===== config.mk =====
export PLATFORM = sky130hd
export DESIGN_NAME = ccp_pwm_output
export DESIGN_NICKNAME = d
export VERILOG_FILES = /design/src/verilog/ccp_pwm_output.v
export VERILOG_INCLUDE_DIRS = /design/src /design/src/inc
export SDC_FILE = /design/constraint.sdc
export NUM_CORES = 1
export LEC_CHECK = 0
export CAP_MARGIN = 0
export CORE_MARGIN = 2
export CORE_UTILIZATION = 35
export CTS_CLUSTER_DIAMETER = 50
export DETAILED_ROUTE_END_ITERATION = 16
export DONT_BUFFER_PORTS = 1
export MAX_ROUTING_LAYER = met4
export PLACE_DENSITY = 0.51
export SYNTH_ARGS = -nofsm -noshare
export SYNTH_HDL_FRONTEND = slang
export SYNTH_SLANG_ARGS = --single-unit

===== constraint.sdc =====
create_clock -name clk -period 2.3 [get_ports clk]
set_input_delay 0.115 -clock clk [delete_from_list [all_inputs] [get_ports clk]]
set_output_delay 0.115 -clock clk [all_outputs]
set_load 0.05 [all_outputs]

===== src/inc/ccp_pwm_defs.vh =====
// constants for the capture/compare/pwm output block
// assumes a plain register port with byte-wide registers at the offsets below
`ifndef CCP_PWM_DEFS_VH
`define CCP_PWM_DEFS_VH

// ********************************************************************
// register offsets
// ********************************************************************
`define OFS_UNIT1_CONTROL    4'h0
`define OFS_UNIT2_CONTROL    4'h1
`define OFS_DUTY1_LOW        4'h2
`define OFS_DUTY1_HIGH       4'h3
`define OFS_DUTY2_LOW        4'h4
`define OFS_DUTY2_HIGH       4'h5
`define OFS_PERIOD_REGISTER  4'h6
`define OFS_TIMER_CONTROL    4'h7
`define OFS_TIMER_COUNT      4'h8
`define OFS_ALT_PIN_CONTROL  4'h9
`define OFS_PORT_LATCH       4'ha
`define OFS_PIN_DIRECTION    4'hb

// ********************************************************************
// fields
// ********************************************************************
`define CTRL_DUTY_LSB        4
`define CTRL_MODE_MSB        3
`define PWM_MODE_CODE        4'hc
`define TCON_ON_BIT          2
`define PRE_DIV1             2'b00
`define PRE_DIV4             2'b01
`define ALT_UNIT2_SEL_BIT    0

// ********************************************************************
// reset values
// ********************************************************************
`define RST_CONTROL          8'h00
`define RST_ALT_PIN          8'h00
`define RST_PERIOD           8'hff
`define RST_TIMER_CONTROL    8'h00
`define RST_DIRECTION        4'hf

`endif


===== src/verilog/ccp_pwm_output.v =====
// two-unit pwm output driven by a shared 8-bit period timer with prescaler
// assumes software on a same-clock register port; clk_en low models sleep
// Operation
// - compare logic halts while clock stopped
// - pwm mode drives pin, ten-bit resolution
// - period is (period+1) times 4 times prescale
// - rollover clears timer, sets pin unless duty is zero, loads duty
// - postscaler never affects pwm frequency
// - duty is low byte plus control bits 5:4
// - duty writes take effect next period
// - high duty byte read-only in pwm mode, double buffered
// - time base is timer plus two low bits
// - pin clears when time base equals duty
// - high time equals duty times prescaled clock
// - resolution grows with period register value
// - oversize duty leaves pin unchanged
// - prescaler divides by 1, 4, 16
// - sleep freezes count and pin state
// - zero control releases pin to port
// - pin muxed between pwm and port latch
// - unit two routes to either pin
// - reset restores registers, pins become inputs
// - pwm frequency tracks oscillator frequency
`include "ccp_pwm_defs.vh"
`timescale 1ns/100ps
`default_nettype none

module ccp_pwm_output #(
    parameter TIMER_WIDTH = 8
) (
    input  wire       clk,
    input  wire       reset,
    input  wire       clk_en,
    input  wire [3:0] reg_addr,
    input  wire [7:0] reg_wdata,
    input  wire       reg_write,
    input  wire       reg_read,
    output reg  [7:0] reg_rdata,
    output wire       unit1_pin_out,
    output wire       unit1_pin_oe,
    output wire       unit2_pin_a_out,
    output wire       unit2_pin_a_oe,
    output wire       unit2_pin_b_out,
    output wire       unit2_pin_b_oe
);

    // ****************************************************************
    // software-visible registers
    // ****************************************************************
    reg [7:0] unit1_control_reg;
    reg [7:0] unit2_control_reg;
    reg [7:0] duty1_low_reg;
    reg [7:0] duty2_low_reg;
    reg [7:0] duty1_high_reg;
    reg [7:0] duty2_high_reg;
    reg [1:0] duty1_latch_reg;
    reg [1:0] duty2_latch_reg;
    reg [7:0] period_reg;
    reg [7:0] timer_control_reg;
    reg [7:0] alt_pin_control_reg;
    reg [3:0] port_latch_reg;
    reg [3:0] direction_reg;

    // ****************************************************************
    // time base
    // ****************************************************************
    reg  [TIMER_WIDTH-1:0] timer_reg;
    reg  [3:0]             prescale_reg;
    reg  [1:0]             phase_reg;
    reg                    pwm1_reg;
    reg                    pwm2_reg;

    wire       timer_on = timer_control_reg[`TCON_ON_BIT];
    wire [1:0] pre_sel  = timer_control_reg[1:0];
    // divide 1, 4 or 16 (both upper codes give 16)
    wire [3:0] pre_last = (pre_sel == `PRE_DIV1) ? 4'h0 :
                          (pre_sel == `PRE_DIV4) ? 4'h3 : 4'hf;
    // one clk is one oscillator period; four clk form one prescaler count, so one timer tick at 1:1
    // at-or-past so a smaller prescale picked mid-run never waits for a 4-bit wrap
    wire       pre_done = (prescale_reg >= pre_last);
    wire       tick     = timer_on && (phase_reg == 2'h3) && pre_done;
    wire       rollover = tick && (timer_reg == period_reg);

    // low two bits from clock phase at 1:1, else from prescaler
    wire [1:0] low_bits = (pre_sel == `PRE_DIV1) ? phase_reg :
                          (pre_sel == `PRE_DIV4) ? prescale_reg[1:0] : prescale_reg[3:2];
    wire [9:0] time_base = {timer_reg, low_bits};
    // base steps each clk at 1:1, every 4 clk at 1:4, every 16 clk at 1:16
    wire       base_adv  = timer_on && ((pre_sel == `PRE_DIV1) ||
                           ((phase_reg == 2'h3) &&
                            ((pre_sel == `PRE_DIV4) || (prescale_reg[1:0] == 2'h3))));
    // clear on the edge the base reaches duty, so high time is duty base steps
    wire [9:0] base_next = time_base + 10'h001;

    wire mode1_pwm = (unit1_control_reg[`CTRL_MODE_MSB:0] == `PWM_MODE_CODE);
    wire mode2_pwm = (unit2_control_reg[`CTRL_MODE_MSB:0] == `PWM_MODE_CODE);

    wire [9:0] duty1_new = {duty1_low_reg, unit1_control_reg[`CTRL_DUTY_LSB+1:`CTRL_DUTY_LSB]};
    wire [9:0] duty2_new = {duty2_low_reg, unit2_control_reg[`CTRL_DUTY_LSB+1:`CTRL_DUTY_LSB]};
    wire [9:0] duty1_act = {duty1_high_reg, duty1_latch_reg};
    wire [9:0] duty2_act = {duty2_high_reg, duty2_latch_reg};

    // ****************************************************************
    // register writes and the pwm engine
    // ****************************************************************
    // clk_en low stands for sleep: nothing moves, pins hold
    always @(posedge clk) begin
        if (reset) begin
            unit1_control_reg   <= `RST_CONTROL;
            unit2_control_reg   <= `RST_CONTROL;
            duty1_low_reg       <= 8'h00;
            duty2_low_reg       <= 8'h00;
            duty1_high_reg      <= 8'h00;
            duty2_high_reg      <= 8'h00;
            duty1_latch_reg     <= 2'h0;
            duty2_latch_reg     <= 2'h0;
            period_reg          <= `RST_PERIOD;
            timer_control_reg   <= `RST_TIMER_CONTROL;
            alt_pin_control_reg <= `RST_ALT_PIN;
            port_latch_reg      <= 4'h0;
            direction_reg       <= `RST_DIRECTION;
            timer_reg           <= {TIMER_WIDTH{1'b0}};
            prescale_reg        <= 4'h0;
            phase_reg           <= 2'h0;
            pwm1_reg            <= 1'b0;
            pwm2_reg            <= 1'b0;
        end else if (clk_en) begin
            // postscaler bits 6:3 are stored only, never read here
            if (reg_write) begin
                case (reg_addr)
                    `OFS_UNIT1_CONTROL:   unit1_control_reg   <= {2'b00, reg_wdata[5:0]};
                    `OFS_UNIT2_CONTROL:   unit2_control_reg   <= {2'b00, reg_wdata[5:0]};
                    `OFS_DUTY1_LOW:       duty1_low_reg       <= reg_wdata;
                    `OFS_DUTY2_LOW:       duty2_low_reg       <= reg_wdata;
                    `OFS_DUTY1_HIGH: begin
                        if (!mode1_pwm) duty1_high_reg <= reg_wdata;
                    end
                    `OFS_DUTY2_HIGH: begin
                        if (!mode2_pwm) duty2_high_reg <= reg_wdata;
                    end
                    `OFS_PERIOD_REGISTER: period_reg          <= reg_wdata;
                    `OFS_TIMER_CONTROL:   timer_control_reg   <= {1'b0, reg_wdata[6:0]};
                    `OFS_ALT_PIN_CONTROL: alt_pin_control_reg <= {6'h00, reg_wdata[1:0]};
                    `OFS_PORT_LATCH:      port_latch_reg      <= reg_wdata[3:0];
                    `OFS_PIN_DIRECTION:   direction_reg       <= reg_wdata[3:0];
                    default: ;
                endcase
            end
            if (timer_on) begin
                phase_reg <= phase_reg + 2'h1;
                if (phase_reg == 2'h3)
                    prescale_reg <= pre_done ? 4'h0 : prescale_reg + 4'h1;
            end
            if (tick)
                timer_reg <= rollover ? {TIMER_WIDTH{1'b0}} : timer_reg + 1'b1;
            // writing zero to control drops the waveform latch low
            if (rollover) begin
                duty1_high_reg  <= duty1_new[9:2];
                duty1_latch_reg <= duty1_new[1:0];
                duty2_high_reg  <= duty2_new[9:2];
                duty2_latch_reg <= duty2_new[1:0];
                pwm1_reg        <= mode1_pwm && (duty1_new != 10'h000);
                pwm2_reg        <= mode2_pwm && (duty2_new != 10'h000);
            end else begin
                // match only inside the period; oversize duty never hits
                if (!mode1_pwm || (base_adv && base_next == duty1_act))
                    pwm1_reg <= 1'b0;
                if (!mode2_pwm || (base_adv && base_next == duty2_act))
                    pwm2_reg <= 1'b0;
            end
        end
    end
    // resolution follows period_reg since the match spans {timer,2 bits}

    // ****************************************************************
    // pin muxing
    // ****************************************************************
    // pin bits: 0 unit1, 1 unit2 pin a, 2 unit2 pin b
    wire unit2_on_b = alt_pin_control_reg[`ALT_UNIT2_SEL_BIT];
    // pwm owns the pin only in pwm mode; else the port latch
    assign unit1_pin_out   = mode1_pwm ? pwm1_reg : port_latch_reg[0];
    assign unit2_pin_a_out = (mode2_pwm && !unit2_on_b) ? pwm2_reg : port_latch_reg[1];
    assign unit2_pin_b_out = (mode2_pwm && unit2_on_b) ? pwm2_reg : port_latch_reg[2];
    // direction bit clear means drive; software must clear it
    assign unit1_pin_oe    = ~direction_reg[0];
    assign unit2_pin_a_oe  = ~direction_reg[1];
    assign unit2_pin_b_oe  = ~direction_reg[2];

    // ****************************************************************
    // read path, data one cycle after the strobe
    // ****************************************************************
    always @(posedge clk) begin
        if (reset) begin
            reg_rdata <= 8'h00;
        end else if (reg_read && clk_en) begin
            case (reg_addr)
                `OFS_UNIT1_CONTROL:   reg_rdata <= unit1_control_reg;
                `OFS_UNIT2_CONTROL:   reg_rdata <= unit2_control_reg;
                `OFS_DUTY1_LOW:       reg_rdata <= duty1_low_reg;
                `OFS_DUTY2_LOW:       reg_rdata <= duty2_low_reg;
                `OFS_DUTY1_HIGH:      reg_rdata <= duty1_high_reg;
                `OFS_DUTY2_HIGH:      reg_rdata <= duty2_high_reg;
                `OFS_PERIOD_REGISTER: reg_rdata <= period_reg;
                `OFS_TIMER_CONTROL:   reg_rdata <= timer_control_reg;
                `OFS_TIMER_COUNT:     reg_rdata <= timer_reg;
                `OFS_ALT_PIN_CONTROL: reg_rdata <= alt_pin_control_reg;
                `OFS_PORT_LATCH:      reg_rdata <= {4'h0, port_latch_reg};
                `OFS_PIN_DIRECTION:   reg_rdata <= {4'h0, direction_reg};
                default:              reg_rdata <= 8'h00;
            endcase
        end
    end

endmodule

`default_nettype wire

# [Yosys cells after proc, flatten, opt, wreduce, memory -nomap -nowiden]
# Cells that the tools add are included.
[totals] ff_bits=97 elab_cells=115
[classes] addsub=4 magnitude_cmp=1 n_eq_ne=21 mux=22 bitwise=3 n_reduce_logical=45
[op_table] operator="$pmux 8 s12" n=1
[op_table] operator="$mux 8" n=9
[op_table] operator="$reduce_and 3->1" n=10
[op_table] operator="$eq 4x4->1 const B" n=6
[op_table] operator="$eq 10x10->1" n=2
[op_table] operator="$reduce_bool 10->1" n=2
[op_table] operator="$eq 4x3->1 const B" n=4
[op_table] operator="$logic_and 1x1->1" n=12
[op_table] operator="$mux 4" n=3
[op_table] operator="$add 10x1->10 const B" n=1
[op_table] operator="$reduce_and 2->1" n=5
[op_table] operator="$reduce_bool 2->1" n=5
[op_table] operator="$add 8x1->8 const B" n=1
[op_table] operator="$eq 4x2->1 const B" n=2
[op_table] operator="$eq 8x8->1" n=1
[op_table] operator="$reduce_and 4->1" n=2
[op_table] operator="$mux 1" n=7
[op_table] operator="$add 4x1->4 const B" n=1
[op_table] operator="$eq 2x2->1 const B" n=2
[op_table] operator="$eq 4x1->1 const B" n=1
[op_table] operator="$ge 4x4->1" n=1
[op_table] operator="$logic_not 4->1" n=1
[op_table] operator="$logic_or 1x1->1" n=4
[op_table] operator="$mux 2" n=2
[op_table] operator="other kinds (6)" n=11

# [Depth between registers and ports, before layout]
[depth] word_depth=9 depth_mapped=10 mapped_depth_nobuf=9

# [Worst setup path before layout]
# No wires, ideal clock.
[synth_path] path_type="reg-to-reg" start="reg timer_control_reg[0]" end="reg pwm1_reg" setup_ps=75 arrival_time_ps=2423 setup_slack_ps=-197 stages_incl_launch_ff=9 cell_sequence="dfxtp_1 -> or2_2 -> ha_1 -> nand2b_1 -> a2111oi_0 -> nor3_1 -> and2_1 -> or4b_2 -> o22ai_1"
[synth_via] elab_chain_cells=9
[synth_lines] element="from (decl)" line="ccp_pwm_output.v:59" source="reg [7:0] timer_control_reg;"
[synth_lines] element="from (signal assigned)" line="ccp_pwm_output.v:118" source="timer_control_reg <= `RST_TIMER_CONTROL;"
[synth_lines] element="from (signal assigned)" line="ccp_pwm_output.v:142" source="`OFS_TIMER_CONTROL: timer_control_reg <= {1'b0, reg_wdata[6:0]};"
[synth_lines] element="$eq 2x1->1 (no source line)"
[synth_lines] element="$mux 2 / $logic_or 1x1->1 (equally long branches)" line="ccp_pwm_output.v:86, ccp_pwm_output.v:91"
[synth_lines] element="$mux 2 / $logic_and 1x1->1 (equally long branches)" line="ccp_pwm_output.v:85, ccp_pwm_output.v:90"
[synth_lines] element="$add 10x1->10 / $logic_or 1x1->1 (equally long branches)" line="ccp_pwm_output.v:93, ccp_pwm_output.v:89"
[synth_lines] element="$eq 10x10->1 / $logic_and 1x1->1 (equally long branches)" line="ccp_pwm_output.v:166, ccp_pwm_output.v:89"
[synth_lines] element="$logic_and 1x1->1" line="ccp_pwm_output.v:166" source="if (!mode1_pwm || (base_adv && base_next == duty1_act))"
[synth_lines] element="$logic_or 1x1->1" line="ccp_pwm_output.v:166"
[synth_lines] element="$reduce_bool 2->1 (no source line)"
[synth_lines] element="$reduce_and 2->1 (no source line)"
[synth_lines] element="to (signal assigned)" line="ccp_pwm_output.v:162" source="pwm1_reg <= mode1_pwm && (duty1_new != 10'h000);"
[synth_lines] element="to (decl)" line="ccp_pwm_output.v:70" source="reg pwm1_reg;"
# Several ways; a longest one is shown, not always the timed one.
# A chain may end at the register's enable or synchronous reset.

# [Worst setup path after layout]
[layout_path] start="reg timer_control_reg[1]" end="reg pwm2_reg"
[layout_via] elab_chain_cells=9
[layout_lines] element="$eq 2x1->1 (no source line)"
[layout_lines] element="$mux 2 / $logic_or 1x1->1 (equally long branches)" line="ccp_pwm_output.v:86, ccp_pwm_output.v:91"
[layout_lines] element="$mux 2 / $logic_and 1x1->1 (equally long branches)" line="ccp_pwm_output.v:85, ccp_pwm_output.v:90"
[layout_lines] element="$add 10x1->10 / $logic_or 1x1->1 (equally long branches)" line="ccp_pwm_output.v:93, ccp_pwm_output.v:89"
[layout_lines] element="$eq 10x10->1 / $logic_and 1x1->1 (equally long branches)" line="ccp_pwm_output.v:168, ccp_pwm_output.v:89"
[layout_lines] element="$logic_and 1x1->1" line="ccp_pwm_output.v:168" source="if (!mode2_pwm || (base_adv && base_next == duty2_act))"
[layout_lines] element="$logic_or 1x1->1" line="ccp_pwm_output.v:168"
[layout_lines] element="$reduce_bool 2->1 (no source line)"
[layout_lines] element="$reduce_and 2->1 (no source line)"
[layout_lines] element="to (signal assigned)" line="ccp_pwm_output.v:163" source="pwm2_reg <= mode2_pwm && (duty2_new != 10'h000);"
[layout_lines] element="to (decl)" line="ccp_pwm_output.v:71" source="reg pwm2_reg;"
# Several ways; a longest one is shown, not always the timed one.

==> results.md <==
* Status: finished, violations left
* Failing checks: setup timing
* H-tree depth at 3
* Die H at 129.8 um
* EDFF count, synth at 0
* Final setup viols at 1
* CP Max Fanout at 6
* Cell Area, Placed at around 0.0059 mm^2
* Filler cell count at between 1500 and 2000
* Hold Path Depth at 3
* Die W at around 130 um
* CP Data Arrival Time at ~2.6 ns
* DR vias/cell at 5.503
* Final ANT Viol Nets at 0
* Number of diodes at 0
* Worst path cell trace: or2_4 -> ha_4 -> nand2b_4 -> a2111oi_4 -> nor3_2 -> buf_4 -> nand2_8 -> buf_4 -> a311oi_1 -> mux2i_1 -> o22ai_1
* GP Congestion at slightly above 0.9
* Final Instance Area at between 0.007 and 0.008 mm^2
* Worst VDD drop at 0.0004473 V
* Critical path data required time at about 2.6 ns
* R2R Path Start: timer_control_reg[1]
* Asr flop ratio synth at 0%
* Worst Max-Slew Pin Slew at approximately 0.55 ns
* Vias post-DR at roughly 5300
* Total grt overflow at 0
* Commonest non-fill, non-tap cell in the layout: nor2_1
* Setup Slack @ Placement at -0.07023 ns
* Max cap viols at 0
* Main flop type after synthesis: dfxtp_1
* Later-pin clock latency in the skew report at 0.37 ns
* Starting Density at 36.18%
* Pin count of the biggest net entering global routing at 60
* DRC Markers at 0
* Layout cells sized above 1 at roughly 16%
* Unrepaired setup endpoints after global routing: yes
* Synthesized Nets at slightly below 700
* Maximum clock skew at final layout at roughly 0.013 ns
* Global Route Usage Sum at approximately a quarter
* FMAX at around 430 MHz
* Average size of a mapped cell at 8.448 um^2
* Non-Filler Instances at 954
* Vias in the first global route at 5027
* Die area at about 0.017 mm^2
* Period utilisation layout at 100.6%
* Worst R2R Path Depth at 11
* Initial antenna violation count at 0
* Top cell by count, worst path: buf_4
* Clk root buf: clkbuf_16
* Hold path endpoint: duty1_latch_reg[0]
* Synth Cell Area at approximately 0.0055 mm^2
* Leakage Power at 0.002768 uW
* Final hold vios at 0
* Post-Place Cells at between 800 and 900
* Max-slew violations at 0
* Worst reg2reg setup slack at -0.01 ns
* Period minus WS final at 2.313 ns
* Row cnt at 45
* Initial DRC Count at roughly 430
* Pwr dens at 504.3 mW/mm^2
* Netlist cell types at between 60 and 70
* Core Footprint at between 0.015 and 0.02 mm^2
* First-pass GRT wire length at just under 30 mm
* Warnings from Yosys at 0
* Worst setup SP type: flop
* Total Wirelength at 19.35 mm
* CTS buffer count at 9
* Worst-path clk slew at roughly 0.080 ns
* Clk buf depth at 2
* Post-Syn Instances at 656
* Worst Hold Class: input port to flop
* Detailed Place HPWL at ~13 mm
* #FFs+latches synth at between 90 and 100
* Min-delay src: clk_en
* Net count, final at around 760
* Port Buffers at 0
* First drt pass iteration count at 5
* Sink Count at 97
* CP max stage delay at 0.36 ns
* WHS at just over 0.05 ns
* Worst path slowest cell: a2111oi_4
* Wire length per cell at approximately 20 um
* Register area share after synthesis at 35.04%
* Crit path capture type: flop
* Final Worst Setup Slack at -0.01289 ns
* WS Path Type: flop to flop
* Core Util, Final at between 40% and 50%
* # IOs at 31
* CTS tree: done
* Most frequent cells in the layout: 101 x nor2_1, 92 x dfxtp_1, 67 x dlygate4sd3_1
* Area growth syn-to-layout at 29.33%
* Reg2reg end: pwm2_reg
* Max-slew headroom at a little over three fifths
[per-stage QoR]
step | power [uW] | TNS [ns]
final | 3614 | -0.01289
after global routing | 3722 | -0.2450
after CTS | 3629 | -0.02108
after detailed placement | 1936 | -0.2090
after global placement | 1934 | -0.07834
after floorplan | 1952 | 0
[critical path: cells and delay by family, from the launching register on]
family / cells / cell delay [ns]
simple gates: 4 / 0.57
buf+inv: 2 / 0.27
fa+ha+maj: 1 / 0.21
mux: 1 / 0.30
flops: 1 / 0.32
compound gates: 3 / 0.52
[layout make-up]
cell class	instances	area, um^2	area share [%]
clock buffers	10	239.0	3.334
clock inverters	6	78.83	1.100
inverters	11	43.79	0.6110
multi-input cells	502	3515	49.04
flip-flops and latches	97	1948	27.18
well taps	211	264.0	3.684
repair buffers	117	1079	15.05
[power by group]
part           switching, uW  internal (uW)  total (uW)
clock network            755            899        1650
registers               48.3           1700        1750
logic                    107            107         214
total                    910           2700        3610
[kinds of logic (layout without fill, tap and decap cells)]
logic type | Yosys count | after routing | synth area share, %
simple gates | 277 | 277 | 23.69
fa+ha+maj | 7 | 7 | 1.580
buf+inv | 59 | 144 | 4.832
mux | 67 | 69 | 13.64
xor+xnor | 35 | 35 | 5.780
compound gates | 114 | 114 | 15.44
flops | 97 | 97 | 35.04
[what timing repair did]
action | CTS | global route
pin swaps | 10 | 6
hold endpoints to repair | 97 | 0
setup endpoints to repair | 12 | 29
setup buffers | 7 | 2
gates cloned | 0 | 2
hold buffers | 68 | 0
gates resized for setup | 6 | 24
[worst max path at each step]
stage	startpoint	to	slack (ns)
5_1_grt	timer_control_reg[0]	pwm2_reg	-0.1
2_1_floorplan	timer_control_reg[0]	pwm1_reg	0.04
3_5_place_dp	timer_control_reg[0]	pwm2_reg	-0.07
6_report	timer_control_reg[1]	pwm2_reg	-0.01
4_1_cts	timer_control_reg[1]	pwm2_reg	-0.01
3_3_place_gp	timer_control_reg[0]	pwm2_reg	-0.08
[synthesized netlist by cell type (all sizes together) (3+ instances only)]
cell,instances,area [um^2]
nor2,101,379.1
dfxtp,97,1942
nand2,60,227.7
mux2i,51,526.8
nand3,29,145.1
clkbuf,26,97.59
a21oi,23,115.1
nor3,23,136.4
xnor2,23,201.4
buf,22,128.9
nor2b,21,131.4
a311oi,19,166.4
o21ai,15,75.07
a211o,13,113.9
mux2,12,138.9
inv,11,41.29
xor2,11,96.34
ha,7,87.58
or3,7,43.79
and3,6,37.54
a211oi,5,37.54
a31oi,5,31.28
nand2b,5,31.28
nand4,5,31.28
nor4,5,37.53
a32oi,4,35.03
and2,4,25.03
mux4,4,90.09
nor3b,4,30.03
a221oi,3,26.28
a22o,3,26.28
o221ai,3,26.28
[per-layer routing]
metal	vias up	part of all wire (%)	track usage [%]	wire [um]
li1	2520	-	-	-
met1	2544	44	31.99	8607
met2	165	46	36.65	8922
met3	21	7.9	6.806	1538
met4	0	1.5	5.376	281
met5	-	0	-	0
Note: power is estimated with default switching activity, not from simulation.
